`src/queue_status_pkg.sv`:
```
// constants and carrier types for the queue status register bank
package queue_status_pkg;

    // ==========================================================
    // register bus
    localparam int ADDR_W = 9;
    localparam int DATA_W = 16;

    localparam logic [ADDR_W-1:0] TX_FREE_OFF    = 9'h178;
    localparam logic [ADDR_W-1:0] RX_STATUS_OFF  = 9'h17C;
    localparam logic [ADDR_W-1:0] RX_COUNT_OFF   = 9'h17E;
    localparam logic [ADDR_W-1:0] IRQ_STATUS_OFF = 9'h1A0;
    localparam logic [ADDR_W-1:0] IRQ_MASK_OFF   = 9'h1A2;
    localparam logic [ADDR_W-1:0] CONTROL_OFF    = 9'h1A4;

    // ==========================================================
    // transmit queue space
    localparam int               TX_FREE_W     = 13;
    localparam logic [12:0]      TX_FREE_RESET = 13'h1800;

    // ==========================================================
    // receive header status field positions
    localparam int BYTE_SIZE_W = 12;
    localparam int ST_VALID    = 15;
    localparam int ST_ICMP     = 13;
    localparam int ST_IP       = 12;
    localparam int ST_TCP      = 11;
    localparam int ST_UDP      = 10;
    localparam int ST_BCAST    = 7;
    localparam int ST_MCAST    = 6;
    localparam int ST_UCAST    = 5;
    localparam int ST_ETYPE    = 3;
    localparam int ST_RUNT     = 1;
    localparam int ST_CRC      = 0;

    localparam logic [15:0] STATUS_USED = 16'hBCEB;
    localparam logic [15:0] COUNT_USED  = 16'h0FFF;
    localparam logic [15:0] ETYPE_MIN   = 16'h05DC; // 1500
    localparam logic [47:0] BCAST_ADDR  = 48'hFFFF_FFFF_FFFF;
    localparam int          DA_GROUP    = 40;       // i/g bit of first octet

    // ==========================================================
    // interrupt and control bits
    localparam int          IRQ_W        = 3;
    localparam int          IRQ_RX_FRAME = 0;
    localparam int          IRQ_TX_SPACE = 1;
    localparam int          IRQ_RX_DROP  = 2;
    localparam logic [2:0]  IRQ_MASK_RST = 3'h0;
    localparam int          CTRL_PASS_BAD = 0;

    // ==========================================================
    // carriers
    typedef struct packed {
        logic              wr;
        logic              rd;
        logic [ADDR_W-1:0] addr;
        logic [DATA_W-1:0] wdata;
    } reg_req_s;

    typedef struct packed {
        logic [47:0]            dest_addr;
        logic [15:0]            len_type;
        logic [BYTE_SIZE_W-1:0] byte_size;
        logic                   icmp_bad;
        logic                   ip_bad;
        logic                   tcp_bad;
        logic                   udp_bad;
        logic                   runt;
        logic                   crc_err;
    } rx_frame_info_s;

    typedef struct packed {
        logic [15:0]            status;
        logic [BYTE_SIZE_W-1:0] byte_size;
    } rx_header_s;

endpackage

```
`src/queue_status_registers.sv`:
```
// host-visible transmit space and receive header status registers
//
// Decided for this implementation: the address-and-strobe port.
`timescale 1ns/1ps
`default_nettype none
module queue_status_registers #(
    parameter int HDR_DEPTH       = 4,
    parameter int CTRL_WORD_BYTES = 4
) (
    input  wire logic                                clock,
    input  wire logic                                reset,
    input  wire queue_status_pkg::reg_req_s          reg_req,
    output logic [queue_status_pkg::DATA_W-1:0]      rd_data,
    input  wire logic                                tx_alloc,
    input  wire logic [queue_status_pkg::TX_FREE_W-1:0] tx_alloc_len,
    input  wire logic                                tx_release,
    input  wire logic [queue_status_pkg::TX_FREE_W-1:0] tx_release_len,
    input  wire logic                                rx_done,
    input  wire queue_status_pkg::rx_frame_info_s    rx_info,
    output logic [$clog2(HDR_DEPTH+1)-1:0]           rx_frame_counter,
    output logic                                     irq
);
    import queue_status_pkg::*;

    localparam int CNT_W = $clog2(HDR_DEPTH+1);

    // ==========================================================
    // elaboration checks
    if (CTRL_WORD_BYTES < 1 || CTRL_WORD_BYTES > 64) begin : g_bad_ctrl
        $error("control word size out of range");
    end

    // ==========================================================
    // address decode
    function automatic logic hit(input logic [ADDR_W-1:0] a,
                                 input logic [ADDR_W-1:0] off);
        hit = (a == off);
    endfunction

    wire rd_tx    = reg_req.rd && hit(reg_req.addr, TX_FREE_OFF);
    wire rd_st    = reg_req.rd && hit(reg_req.addr, RX_STATUS_OFF);
    wire rd_bc    = reg_req.rd && hit(reg_req.addr, RX_COUNT_OFF);
    wire rd_irq   = reg_req.rd && hit(reg_req.addr, IRQ_STATUS_OFF);
    wire rd_mask  = reg_req.rd && hit(reg_req.addr, IRQ_MASK_OFF);
    wire rd_ctrl  = reg_req.rd && hit(reg_req.addr, CONTROL_OFF);
    wire wr_mask  = reg_req.wr && hit(reg_req.addr, IRQ_MASK_OFF);
    wire wr_ctrl  = reg_req.wr && hit(reg_req.addr, CONTROL_OFF);

    // ==========================================================
    // state
    logic [TX_FREE_W-1:0] tx_free_q;
    logic [TX_FREE_W-1:0] tx_free_d;
    logic [IRQ_W-1:0]     irq_status_q;
    logic [IRQ_W-1:0]     irq_status_d;
    logic [IRQ_W-1:0]     irq_mask_q;
    logic                 pass_bad_q;
    logic [DATA_W-1:0]    rd_data_q;
    logic [DATA_W-1:0]    rd_data_d;

    // ==========================================================
    // transmit queue space
    localparam logic [TX_FREE_W-1:0] CTRL_BYTES = TX_FREE_W'(CTRL_WORD_BYTES);

    // each frame costs its payload plus its control word
    wire [TX_FREE_W:0] alloc_cost =
        tx_alloc ? ({1'b0, tx_alloc_len} + {1'b0, CTRL_BYTES}) : '0;
    wire [TX_FREE_W:0] release_cost =
        tx_release ? ({1'b0, tx_release_len} + {1'b0, CTRL_BYTES}) : '0;

    // signed balance, clamped to the queue size
    wire [TX_FREE_W+1:0] tx_sum =
        {2'b00, tx_free_q} + {1'b0, release_cost} - {1'b0, alloc_cost};
    wire tx_under = tx_sum[TX_FREE_W+1];
    wire tx_over  = !tx_under && (tx_sum[TX_FREE_W:0] > {1'b0, TX_FREE_RESET});

    always_comb begin
        if (tx_under) begin
            tx_free_d = '0;
        end else if (tx_over) begin
            tx_free_d = TX_FREE_RESET;
        end else begin
            tx_free_d = tx_sum[TX_FREE_W-1:0];
        end
    end

    always_ff @(posedge clock or posedge reset) begin
        if (reset) begin
            tx_free_q <= TX_FREE_RESET;
        end else begin
            tx_free_q <= tx_free_d;
        end
    end

    // ==========================================================
    // receive frame classification
    wire da_bcast = (rx_info.dest_addr == BCAST_ADDR);
    wire da_mcast = rx_info.dest_addr[DA_GROUP];
    wire is_bad   = rx_info.runt || rx_info.crc_err;

    // bad frames reach the host only when passing is enabled
    wire rx_keep  = rx_done && (!is_bad || pass_bad_q);

    rx_header_s  new_hdr;
    logic [15:0] new_status;

    always_comb begin
        new_status           = '0;
        new_status[ST_ICMP]  = rx_info.icmp_bad;
        new_status[ST_IP]    = rx_info.ip_bad;
        new_status[ST_TCP]   = rx_info.tcp_bad;
        new_status[ST_UDP]   = rx_info.udp_bad;
        new_status[ST_BCAST] = da_bcast;
        new_status[ST_MCAST] = da_mcast || da_bcast;
        new_status[ST_UCAST] = !da_mcast && !da_bcast;
        new_status[ST_ETYPE] = rx_info.len_type > ETYPE_MIN;
        new_status[ST_RUNT]  = rx_info.runt;
        new_status[ST_CRC]   = rx_info.crc_err;
        new_hdr.status       = new_status;
        new_hdr.byte_size    = rx_info.byte_size;
    end

    // ==========================================================
    // per-frame header store, popped by a byte count read
    rx_header_s     head;
    logic           hdr_empty;
    logic           hdr_full;
    logic [CNT_W-1:0] hdr_count;

    wire hdr_push = rx_keep && !hdr_full;
    wire hdr_pop  = rd_bc && !hdr_empty;
    wire rx_drop  = rx_done && !hdr_push;

    rx_header_store #(
        .DEPTH      (HDR_DEPTH)
    ) u_store (
        .clock      (clock),
        .reset      (reset),
        .push       (hdr_push),
        .push_entry (new_hdr),
        .pop        (hdr_pop),
        .head       (head),
        .count      (hdr_count),
        .empty      (hdr_empty),
        .full       (hdr_full)
    );

    assign rx_frame_counter = hdr_count;

    // ==========================================================
    // read data views
    wire [DATA_W-1:0] tx_view = {3'h0, tx_free_q};
    wire [DATA_W-1:0] st_view =
        hdr_empty ? '0
                  : ((head.status | (16'h0001 << ST_VALID)) & STATUS_USED);
    wire [DATA_W-1:0] bc_view =
        hdr_empty ? '0 : {4'h0, head.byte_size};
    wire [DATA_W-1:0] irq_view  = {13'h0, irq_status_q};
    wire [DATA_W-1:0] mask_view = {13'h0, irq_mask_q};
    wire [DATA_W-1:0] ctrl_view = {15'h0, pass_bad_q};

    // read mux; unmapped addresses answer zero
    always_comb begin
        rd_data_d = '0;
        if (rd_tx) begin
            rd_data_d = tx_view;
        end else if (rd_st) begin
            rd_data_d = st_view;
        end else if (rd_bc) begin
            rd_data_d = bc_view;
        end else if (rd_irq) begin
            rd_data_d = irq_view;
        end else if (rd_mask) begin
            rd_data_d = mask_view;
        end else if (rd_ctrl) begin
            rd_data_d = ctrl_view;
        end
    end

    // data stands only in the cycle after the strobe
    always_ff @(posedge clock or posedge reset) begin
        if (reset) begin
            rd_data_q <= '0;
        end else begin
            rd_data_q <= rd_data_d;
        end
    end

    assign rd_data = rd_data_q;

    // ==========================================================
    // control and mask writes; other writes are ignored
    always_ff @(posedge clock or posedge reset) begin
        if (reset) begin
            irq_mask_q <= IRQ_MASK_RST;
            pass_bad_q <= 1'b0;
        end else begin
            if (wr_mask) begin
                irq_mask_q <= reg_req.wdata[IRQ_W-1:0];
            end
            if (wr_ctrl) begin
                pass_bad_q <= reg_req.wdata[CTRL_PASS_BAD];
            end
        end
    end

    // ==========================================================
    // sticky events; a new event beats the read clear
    wire [IRQ_W-1:0] irq_events = {rx_drop, tx_release, hdr_push};

    always_comb begin
        irq_status_d = irq_status_q;
        if (rd_irq) begin
            irq_status_d = '0;
        end
        irq_status_d = irq_status_d | irq_events;
    end

    always_ff @(posedge clock or posedge reset) begin
        if (reset) begin
            irq_status_q <= '0;
        end else begin
            irq_status_q <= irq_status_d;
        end
    end

    assign irq = |(irq_status_q & irq_mask_q);

    // ==========================================================
    // checks
    a_tx_free_range: assert property (@(posedge clock) disable iff (reset)
        tx_free_q <= TX_FREE_RESET)
        else $error("transmit free space above queue size");

    a_tx_alloc_cost: assert property (@(posedge clock) disable iff (reset)
        (tx_alloc && !tx_release && !tx_under)
        |=> tx_free_q == $past(tx_free_q) - $past(tx_alloc_len) - CTRL_BYTES)
        else $error("allocation did not charge payload plus control word");

    a_valid_empty: assert property (@(posedge clock) disable iff (reset)
        (rd_st && hdr_empty) |=> rd_data == 16'h0000)
        else $error("status valid with no frame pending");

    a_valid_pending: assert property (@(posedge clock) disable iff (reset)
        (rd_st && !hdr_empty) |=> rd_data[ST_VALID])
        else $error("status valid clear with a frame pending");

    a_rsvd_zero: assert property (@(posedge clock) disable iff (reset)
        (rd_st || rd_bc) |=> (rd_data & ~(STATUS_USED | COUNT_USED) & 16'h4314) == 16'h0000
            && (!$past(rd_bc) || rd_data[15:12] == 4'h0))
        else $error("reserved bits read nonzero");

    a_addr_class: assert property (@(posedge clock) disable iff (reset)
        hdr_push |-> (new_hdr.status[ST_UCAST] != new_hdr.status[ST_MCAST])
            && (!new_hdr.status[ST_BCAST] || new_hdr.status[ST_MCAST]))
        else $error("address class flags inconsistent");

    a_cksum_flags: assert property (@(posedge clock) disable iff (reset)
        hdr_push |-> new_hdr.status[ST_ICMP:ST_UDP]
            == {rx_info.icmp_bad, rx_info.ip_bad, rx_info.tcp_bad, rx_info.udp_bad})
        else $error("checksum flags misplaced");

    a_frame_type: assert property (@(posedge clock) disable iff (reset)
        (hdr_push && !rx_info.runt)
        |-> new_hdr.status[ST_ETYPE] == (rx_info.len_type > 16'h05DC))
        else $error("frame type flag wrong");

    a_bad_dropped: assert property (@(posedge clock) disable iff (reset)
        (rx_done && is_bad && !pass_bad_q) |-> !hdr_push ##1 irq_status_q[IRQ_RX_DROP])
        else $error("bad frame kept while passing disabled");

    a_pop_count: assert property (@(posedge clock) disable iff (reset)
        (rd_bc && !hdr_empty && !hdr_push)
        |=> rx_frame_counter == $past(rx_frame_counter) - CNT_W'(1))
        else $error("byte count read did not retire the frame");

    a_byte_count: assert property (@(posedge clock) disable iff (reset)
        (rd_bc && !hdr_empty) |=> rd_data == {4'h0, $past(head.byte_size)})
        else $error("byte count read wrong");

    // a read clear or a mask write in the next cycle may end the level
    a_irq_sticky: assert property (@(posedge clock) disable iff (reset)
        (hdr_push && irq_mask_q[IRQ_RX_FRAME] && !wr_mask)
        |=> irq ##1 (irq || $past(rd_irq || wr_mask)))
        else $error("receive event did not raise the interrupt");

    // transmit space view and its read-only behaviour
    a_tx_view: assert property (@(posedge clock) disable iff (reset)
        rd_tx |=> rd_data[15:13] == 3'h0 && rd_data[12:0] == $past(tx_free_q))
        else $error("transmit free space read wrong");

    a_tx_ro_write: assert property (@(posedge clock) disable iff (reset)
        (reg_req.wr && reg_req.addr == TX_FREE_OFF && !tx_alloc && !tx_release)
        |=> $stable(tx_free_q))
        else $error("write changed transmit free space");

    a_tx_release_credit: assert property (@(posedge clock) disable iff (reset)
        (tx_release && !tx_alloc && !tx_over)
        |=> tx_free_q == $past(tx_free_q) + $past(tx_release_len) + CTRL_BYTES)
        else $error("release did not credit payload plus control word");

    // header store occupancy
    a_count_push: assert property (@(posedge clock) disable iff (reset)
        (hdr_push && !hdr_pop)
        |=> rx_frame_counter == $past(rx_frame_counter) + CNT_W'(1))
        else $error("stored frame not counted");

    a_status_no_pop: assert property (@(posedge clock) disable iff (reset)
        (rd_st && !hdr_push) |=> $stable(rx_frame_counter))
        else $error("status read retired a frame");

    a_full_drop: assert property (@(posedge clock) disable iff (reset)
        (rx_done && hdr_full) |-> !hdr_push ##1 irq_status_q[IRQ_RX_DROP])
        else $error("frame taken into a full store");

    a_count_empty: assert property (@(posedge clock) disable iff (reset)
        (rd_bc && hdr_empty) |=> rd_data == 16'h0000)
        else $error("byte count nonzero with no frame pending");

    // interrupt and control registers
    a_irq_clear: assert property (@(posedge clock) disable iff (reset)
        (rd_irq && irq_events == '0) |=> irq_status_q == '0)
        else $error("interrupt status not cleared by read");

    a_mask_write: assert property (@(posedge clock) disable iff (reset)
        wr_mask |=> irq_mask_q == $past(reg_req.wdata[IRQ_W-1:0]))
        else $error("mask write not taken");

    a_pass_write: assert property (@(posedge clock) disable iff (reset)
        wr_ctrl |=> pass_bad_q == $past(reg_req.wdata[CTRL_PASS_BAD]))
        else $error("pass bad frame write not taken");

endmodule
`default_nettype wire

```
`src/rx_header_store.sv`:
```
// flip-flop queue of received frame headers
`timescale 1ns/1ps
`default_nettype none
module rx_header_store #(
    parameter int DEPTH = 4
) (
    input  wire logic                               clock,
    input  wire logic                               reset,
    input  wire logic                               push,
    input  wire queue_status_pkg::rx_header_s       push_entry,
    input  wire logic                               pop,
    output var  queue_status_pkg::rx_header_s       head,
    output logic [$clog2(DEPTH+1)-1:0]              count,
    output logic                                    empty,
    output logic                                    full
);
    import queue_status_pkg::*;

    localparam int PTR_W = $clog2(DEPTH);
    localparam int CNT_W = $clog2(DEPTH+1);

    // ==========================================================
    // elaboration check: pointers wrap by power of two
    if (DEPTH < 2 || DEPTH > 16 || (DEPTH & (DEPTH-1)) != 0) begin : g_bad_depth
        $error("rx_header_store depth must be a power of two from 2 to 16");
    end

    rx_header_s             mem_q [DEPTH];
    logic [PTR_W-1:0]       wr_ptr_q;
    logic [PTR_W-1:0]       rd_ptr_q;
    logic [CNT_W-1:0]       count_q;

    // ==========================================================
    // handshake qualification
    wire do_push = push && !full;
    wire do_pop  = pop && !empty;

    assign empty = (count_q == '0);
    assign full  = (count_q == CNT_W'(DEPTH));
    assign count = count_q;
    assign head  = mem_q[rd_ptr_q];

    // storage cells, one writer per entry
    for (genvar i = 0; i < DEPTH; i++) begin : g_cell
        always_ff @(posedge clock or posedge reset) begin
            if (reset) begin
                mem_q[i] <= '0;
            end else if (do_push && wr_ptr_q == PTR_W'(i)) begin
                mem_q[i] <= push_entry;
            end
        end
    end

    // pointers and occupancy
    always_ff @(posedge clock or posedge reset) begin
        if (reset) begin
            wr_ptr_q <= '0;
            rd_ptr_q <= '0;
            count_q  <= '0;
        end else begin
            wr_ptr_q <= wr_ptr_q + PTR_W'(do_push);
            rd_ptr_q <= rd_ptr_q + PTR_W'(do_pop);
            count_q  <= count_q + CNT_W'(do_push) - CNT_W'(do_pop);
        end
    end

endmodule
`default_nettype wire

```
`config.mk`:
```
export PLATFORM = sky130hd
export DESIGN_NAME = queue_status_registers
export DESIGN_NICKNAME = d
export VERILOG_FILES = /design/src/queue_status_pkg.sv /design/src/queue_status_registers.sv /design/src/rx_header_store.sv
export SDC_FILE = /design/constraint.sdc
export NUM_CORES = 1
export LEC_CHECK = 0
export ABC_AREA = 1
export BUFFER_PORTS_ARGS = -buffer_cell sky130_fd_sc_hd__buf_2
export CORE_MARGIN = 10
export CORE_UTILIZATION = 42
export DETAILED_ROUTE_END_ITERATION = 10
export HOLD_SLACK_MARGIN = 0.05
export SKIP_CTS_REPAIR_TIMING = 1
export SLEW_MARGIN = 20
export SYNTH_ARGS = -nofsm -noshare
export SYNTH_HDL_FRONTEND = slang
export SYNTH_SLANG_ARGS = --single-unit
export TNS_END_PERCENT = 1
```
`constraint.sdc`:
```
create_clock -name clock -period 12.7 [get_ports clock]
set_clock_uncertainty 0.2 [all_clocks]
set_input_delay 1.27 -clock clock [delete_from_list [all_inputs] [get_ports clock]]
set_output_delay 1.27 -clock clock [all_outputs]
set_load 0.01 [all_outputs]
```
==> results of run 1 <==
## sequential cells by signal (all words and copies together) (netlist names)
name / cells
u_store.count: 3
u_store.rd_ptr_q: 2
tx_free_q: 13
u_store.wr_ptr_q: 2
rd_data: 15
irq_status_q: 3
u_store.mem_q: 88
pass_bad_q: 1
irq_mask_q: 3
## cell usage in the layout, fill, tap and decap left out, types with 2 or more instances in the layout
master / Yosys / layout
a211oi_1: 2 / 2
nand3_1: 59 / 59
clkinv_4: 0 / 2
clkinv_1: 2 / 2
a21oi_1: 34 / 34
nand3b_1: 6 / 6
clkinv_2: 0 / 3
dfrtp_1: 128 / 128
nand4_1: 20 / 20
xor2_1: 4 / 4
mux2_2: 2 / 2
o211ai_1: 7 / 7
nor3_1: 11 / 11
dfstp_2: 2 / 2
nand2_1: 261 / 261
clkinvlp_4: 0 / 3
o21ai_1: 2 / 2
o21bai_1: 2 / 2
o21ai_0: 141 / 141
a31oi_1: 3 / 3
o22ai_1: 6 / 6
fa_1: 14 / 14
nand2_2: 2 / 2
buf_4: 1 / 6
ha_1: 22 / 22
buf_2: 1 / 145
nor4_1: 6 / 6
a21oi_2: 2 / 2
inv_2: 2 / 2
bufinv_16: 0 / 4
inv_1: 165 / 164
clkbuf_16: 0 / 17
nor2_1: 63 / 63
## power by group through the flow
stage / logic (mW) / registers [mW] / clock network (mW)
after detailed placement: 0.660 / 0.648 / 0
after global routing: 0.776 / 0.659 / 0.546
after global placement: 0.648 / 0.643 / 0
after floorplan: 0.505 / 0.633 / 0
after CTS: 0.663 / 0.643 / 0.526
final: 0.658 / 0.643 / 0.517
## how the worst max path moves through the flow
stage,from,end,depth (start not counted)
after floorplan,reset,irq_mask_q[0],1
after global routing,tx_alloc_len[2],tx_free_q[2],22
after CTS,tx_alloc_len[2],tx_free_q[5],22
final,tx_alloc_len[2],tx_free_q[5],22
after global placement,tx_alloc_len[2],tx_free_q[8],25
after detailed placement,tx_alloc_len[2],tx_free_q[10],22
## cell type report
cell class | instances | area (sq um) | area share
clock buffers | 19 | 442.9 | 0.04841
clock inverters | 13 | 183.9 | 0.02010
inverters | 169 | 636.9 | 0.06960
multi-input cells | 685 | 3573 | 0.3905
flip-flops and latches | 130 | 3256 | 0.3558
well taps | 229 | 286.5 | 0.03131
repair buffers | 151 | 770.7 | 0.08423
## layer usage
layer,global-route usage,wire length (microns),up-vias
met3,0.03550,845,17
li1,-,-,3547
met5,0,0,-
met2,0.2887,9702,143
met1,0.2299,9791,3193
met4,0.04274,183,0
## per-stage QoR
stage,hold slack [ps],cells,area (sq um)
global route,298.5,1396,9150
finish,274.6,1396,9150
global placement,259.2,1364,8523
floorplan,243.8,1018,7596
CTS,276.2,1396,9150
detailed placement,260.5,1364,8523
## logic make-up after synthesis
group	share of synthesized area
compound gates	0.1412
fa+ha+maj	0.07313
mux	0.002965
buf+inv	0.1010
flops	0.4286
simple gates	0.2469
other cells	0.0004937
xor+xnor	0.005765
## tightest hold or removal path: cells and delay by family (launching register included)
kind	cells	cell delay, ps
simple gates	2	110
flops	1	330
==> impl_metrics.json, run 1 <==
{
  "synth_area_sq_mm": 0.007596,
  "critPathTopFamily": "simple AND/OR/NAND/NOR gates",
  "slew_viol_final": 0,
  "grt_max_degree": 67,
  "drtIter0Drc": 432,
  "setup-violations-final": 0,
  "synth-seq-cells": 130,
  "reg2reg_slack_ps": 9630,
  "fin_util": 0.5111,
  "status": "finished clean",
  "p_leak_nw": 4.950,
  "wirelength_mm": 20.52,
  "crit_buf_inv": 5,
  "yosys.area.top_type": "dfrtp_1",
  "cts_buffers": 17,
  "rsz0062_at_grt": "false",
  "wl_per_cell_microns": 14.70,
  "ys_types": 45,
  "ys_top_cells_by_area": "dfrtp_1 42%, nand2_1 13%, o21ai_0 9.3%, inv_1 8.2%, nand3_1 3.9%",
  "antenna_found_initial": 0,
  "syn_nets": 1194,
  "die_height_microns": 154.5,
  "dr.pass1.iters": 5,
  "timing.fmax_mhz": 213.5,
  "ys_seq_area_frac": 0.4286,
  "clk_latency_ps": 420,
  "crit_slowest_cell": "fa_1",
  "seqPwrFrac": 0.354,
  "initial_core_util": 0.4243,
  "max_stage_delay_ps": 510,
  "ctsRootBufferMaster": "clkbuf_16",
  "cts_sinks": 130,
  "end_kind": "flip-flop",
  "crit_chain": "buf_2, ha_1, nand2_1, nor2_1, inv_1, nor2_1, nand3_1, inv_1, nand3_1, o221a_2, fa_1, inv_1, ha_1, inv_2, nor3_1, nand3_1, nand3b_1, nand2_1, a21oi_2, nand2_2, nand2_4, nor2_1",
  "dp_hpwl_mm": 15.08,
  "p_int_mw": 1.145,
  "tritoncts": "yes",
  "fin_nets": 1330,
  "dieArea_sq_mm": 0.02387,
  "core-area_sq_mm": 0.01790,
  "place_ws_ps": 7645,
  "path_class": "in -> reg",
  "hold_viol": 0,
  "min_period_ps": 4685,
  "clk_pin_slew_ps": 60,
  "setup_ws_ps": 8015,
  "antenna_left": 0,
  "diodes": 0,
  "ff2ff_path_depth": 13,
  "drive_above_1_share": 0.1714,
  "hp-class": "reg -> reg",
  "fin_tns_setup_ps": 0,
  "io_buffers": 145,
  "whs_endpoint": "u_store.mem_q[71]",
  "grt_overflow": 0,
  "clkPwrFrac": 0.285,
  "min-delay-start": "u_store.mem_q[71]",
  "fill_cells": 1835,
  "synth-edff-count": 0,
  "vias_per_cell": 4.943,
  "grtUsageTotal": 0.1751,
  "synth_top_area_frac": 0.4217,
  "synthTopCellsByCount": "261 x nand2_1, 165 x inv_1, 141 x o21ai_0, 128 x dfrtp_1, 63 x nor2_1",
  "p_total_mw": 1.818,
  "vias": 6900,
  "fin_crit_sh": 0.3689,
  "syn_avg_cell_area_sq_um": 7.462,
  "power-per-cell-area_mw_per_mm2": 198.7,
  "grt_pass1_wl_mm": 34.29,
  "htreeDepth": 4,
  "reg2reg_to": "tx_free_q[5]",
  "ir_drop_mv": 0.1154,
  "timing.rr.start": "tx_free_q[11]",
  "maxCapViolCount": 0,
  "area_growth_pct": 20.46,
  "switching_share": 0.3701,
  "whs_path_depth": 2,
  "die_x_microns": 154.5,
  "num_rows": 49,
  "synthMostInstantiatedCell": "nand2_1",
  "yosysWarnings": 0,
  "worst_pin_slew_ps": 1106,
  "grt_pass1_vias": 6852,
  "arrival_ps": 4790,
  "combPwrFrac": 0.362,
  "relSlewSlack": 0.2620,
  "crit_path_start_kind": "input port",
  "gp_congestion": 0.8800,
  "drc_errors": 0,
  "synthCells": 1018,
  "netSwitchingPower_mw": 0.6729,
  "clockBufferDepth": 2,
  "cp.required_ps": 12800,
  "ios": 160,
  "synth_ff_type": "dfrtp_1",
  "ys_async_sr_fraction": 1.000,
  "cp_max_fo": 10
}
(Power assumes the default switching activity.)
==> run 2: changes to the inputs <==
==> constraint.sdc (replaced) <==
create_clock -name clock -period 4.51 [get_ports clock]
set_clock_uncertainty 0.2 [all_clocks]
set_input_delay 0.451 -clock clock [delete_from_list [all_inputs] [get_ports clock]]
set_output_delay 0.451 -clock clock [all_outputs]
set_load 0.01 [all_outputs]
==> run 2 against run 1 <==
Against the previous run: sequential power rose to 2.8 times the previous value; largest cell class unchanged; critical endpoint is now tx_free_q[7]; global-route usage fell by 0.13 points; register-to-register slack got worse by 8200 ps; final area fell by 0.22%; combinational power rose to 2.8 times the previous value; clock power rose to 2.7 times the previous value; worst setup slack got worse by 7300 ps; critical path type unchanged.
==> impl_metrics.json, run 2 (same netlist as run 1, synthesis figures left out) <==
{
  "cp.required_ps": 4610,
  "combPwrFrac": 0.368,
  "vias": 6920,
  "core-area_sq_mm": 0.01790,
  "worst_pin_slew_ps": 1034,
  "grt_overflow": 0,
  "dp_hpwl_mm": 14.98,
  "diodes": 0,
  "largest_register_ffs": 88,
  "area_growth_pct": 20.19,
  "crit_path_start_kind": "input port",
  "cp_max_fo": 10,
  "setup-violations-final": 0,
  "switching_share": 0.3746,
  "antenna_found_initial": 0,
  "clk_pin_slew_ps": 50,
  "ir_drop_mv": 0.4082,
  "cts_buffers": 17,
  "clk_latency_ps": 420,
  "grt_max_degree": 71,
  "hp-class": "in -> async",
  "grt_pass1_wl_mm": 34.08,
  "seqPwrFrac": 0.358,
  "crit_chain": "buf_2, ha_1, nand2_1, nor2_1, inv_1, nor2_1, nand3_1, inv_1, nand3_1, o221a_2, fa_1, inv_1, ha_1, inv_2, nor3_1, nand3_1, nand3b_1, nand2_1, a21oi_2, nand2_2, nand2_4, nor2_1",
  "path_class": "in -> reg",
  "maxCapViolCount": 0,
  "p_leak_nw": 4.948,
  "wl_per_cell_microns": 14.72,
  "reg2reg_slack_ps": 1410,
  "grt_pass1_vias": 6765,
  "fin_crit_sh": 0.8355,
  "rsz0062_at_grt": "false",
  "largest_register": "u_store.mem_q",
  "reg2reg_to": "tx_free_q[7]",
  "drive_above_1_share": 0.1712,
  "antenna_left": 0,
  "die_height_microns": 154.5,
  "arrival_ps": 3870,
  "ios": 160,
  "min_period_ps": 3768,
  "wirelength_mm": 20.56,
  "fill_cells": 1844,
  "timing.rr.start": "tx_free_q[9]",
  "power-per-cell-area_mw_per_mm2": 553.8,
  "fin_nets": 1331,
  "io_buffers": 145,
  "fin_util": 0.5100,
  "p_int_mw": 3.162,
  "drc_errors": 0,
  "clkPwrFrac": 0.274,
  "drtIter0Drc": 490,
  "ctsRootBufferMaster": "clkbuf_16",
  "die_x_microns": 154.5,
  "grtUsageTotal": 0.1738,
  "num_rows": 49,
  "max_stage_delay_ps": 500,
  "tritoncts": "yes",
  "hold_viol": 0,
  "relSlewSlack": 0.3066,
  "final_common_cell": "nand2_1",
  "netSwitchingPower_mw": 1.894,
  "initial_core_util": 0.4243,
  "gp_congestion": 0.8817,
  "timing.fmax_mhz": 265.4,
  "fin_tns_setup_ps": 0,
  "htreeDepth": 4,
  "status": "finished clean",
  "cts_sinks": 130,
  "dr.pass1.iters": 6,
  "final_cell_mix": "261 x nand2_1, 163 x inv_1, 145 x buf_2",
  "crit_slowest_cell": "fa_1",
  "clockBufferDepth": 2,
  "slew_viol_final": 0,
  "dieArea_sq_mm": 0.02387,
  "ff2ff_path_depth": 16,
  "vias_per_cell": 4.953,
  "end_kind": "flip-flop"
}
run 2: through the flow:
stage	worst slack [ps]	cells	area (sq um)	power (mW)	hold slack, ps
2_1_floorplan	393.0	1018	7596	3.205	243.8
3_3_place_gp	400.7	1365	8543	3.635	258.3
3_5_place_dp	325.4	1365	8543	3.677	261.2
4_1_cts	753.6	1397	9130	5.075	48.25
5_1_grt	316.5	1397	9130	5.485	52.04
6_report	742.1	1397	9130	5.056	30.11
run 2: how the worst max path moves through the flow:
stage                     from       endpoint  slack [ps]  depth (start not counted)
3_5_place_dp   tx_alloc_len[2]   tx_free_q[7]         330                         22
5_1_grt        tx_alloc_len[2]   tx_free_q[2]         320                         24
6_report       tx_alloc_len[2]   tx_free_q[7]         740                         22
3_3_place_gp   tx_alloc_len[2]   tx_free_q[1]         400                         25
4_1_cts        tx_alloc_len[2]   tx_free_q[7]         750                         22
2_1_floorplan            reset  irq_mask_q[0]         390                          1
run 2: layout make-up:
type / instances / area, sq um / area share
multi-input cells: 685 / 3573 / 0.3914
well taps: 229 / 286.5 / 0.03138
flip-flops and latches: 130 / 3256 / 0.3566
clock inverters: 12 / 140.1 / 0.01535
inverters: 169 / 636.9 / 0.06975
clock buffers: 20 / 446.7 / 0.04892
repair buffers: 152 / 790.8 / 0.08661
run 2: power by group through the flow:
stage	sequential (mW)	combinational, mW	clock [mW]
detailed placement	1.82	1.86	0
global placement	1.81	1.82	0
floorplan	1.78	1.42	0
finish	1.81	1.86	1.38
CTS	1.81	1.87	1.40
global route	1.86	2.18	1.45
run 2: critical path, delay by kind of cell:
family	cells	cell delay (ps)
and+or+nand+nor	12	1510
adders and majority gates	3	1060
buffers and inverters	5	380
AOI/OAI and AO/OA	2	450
run 2: metal layers:
metal,vias to the layer above,GRT usage,share of wire
met3,25,0.04215,0.046
met2,137,0.2759,0.47
met5,-,0,0
met1,3208,0.2326,0.48
met4,0,0.04274,0.013
li1,3550,-,-
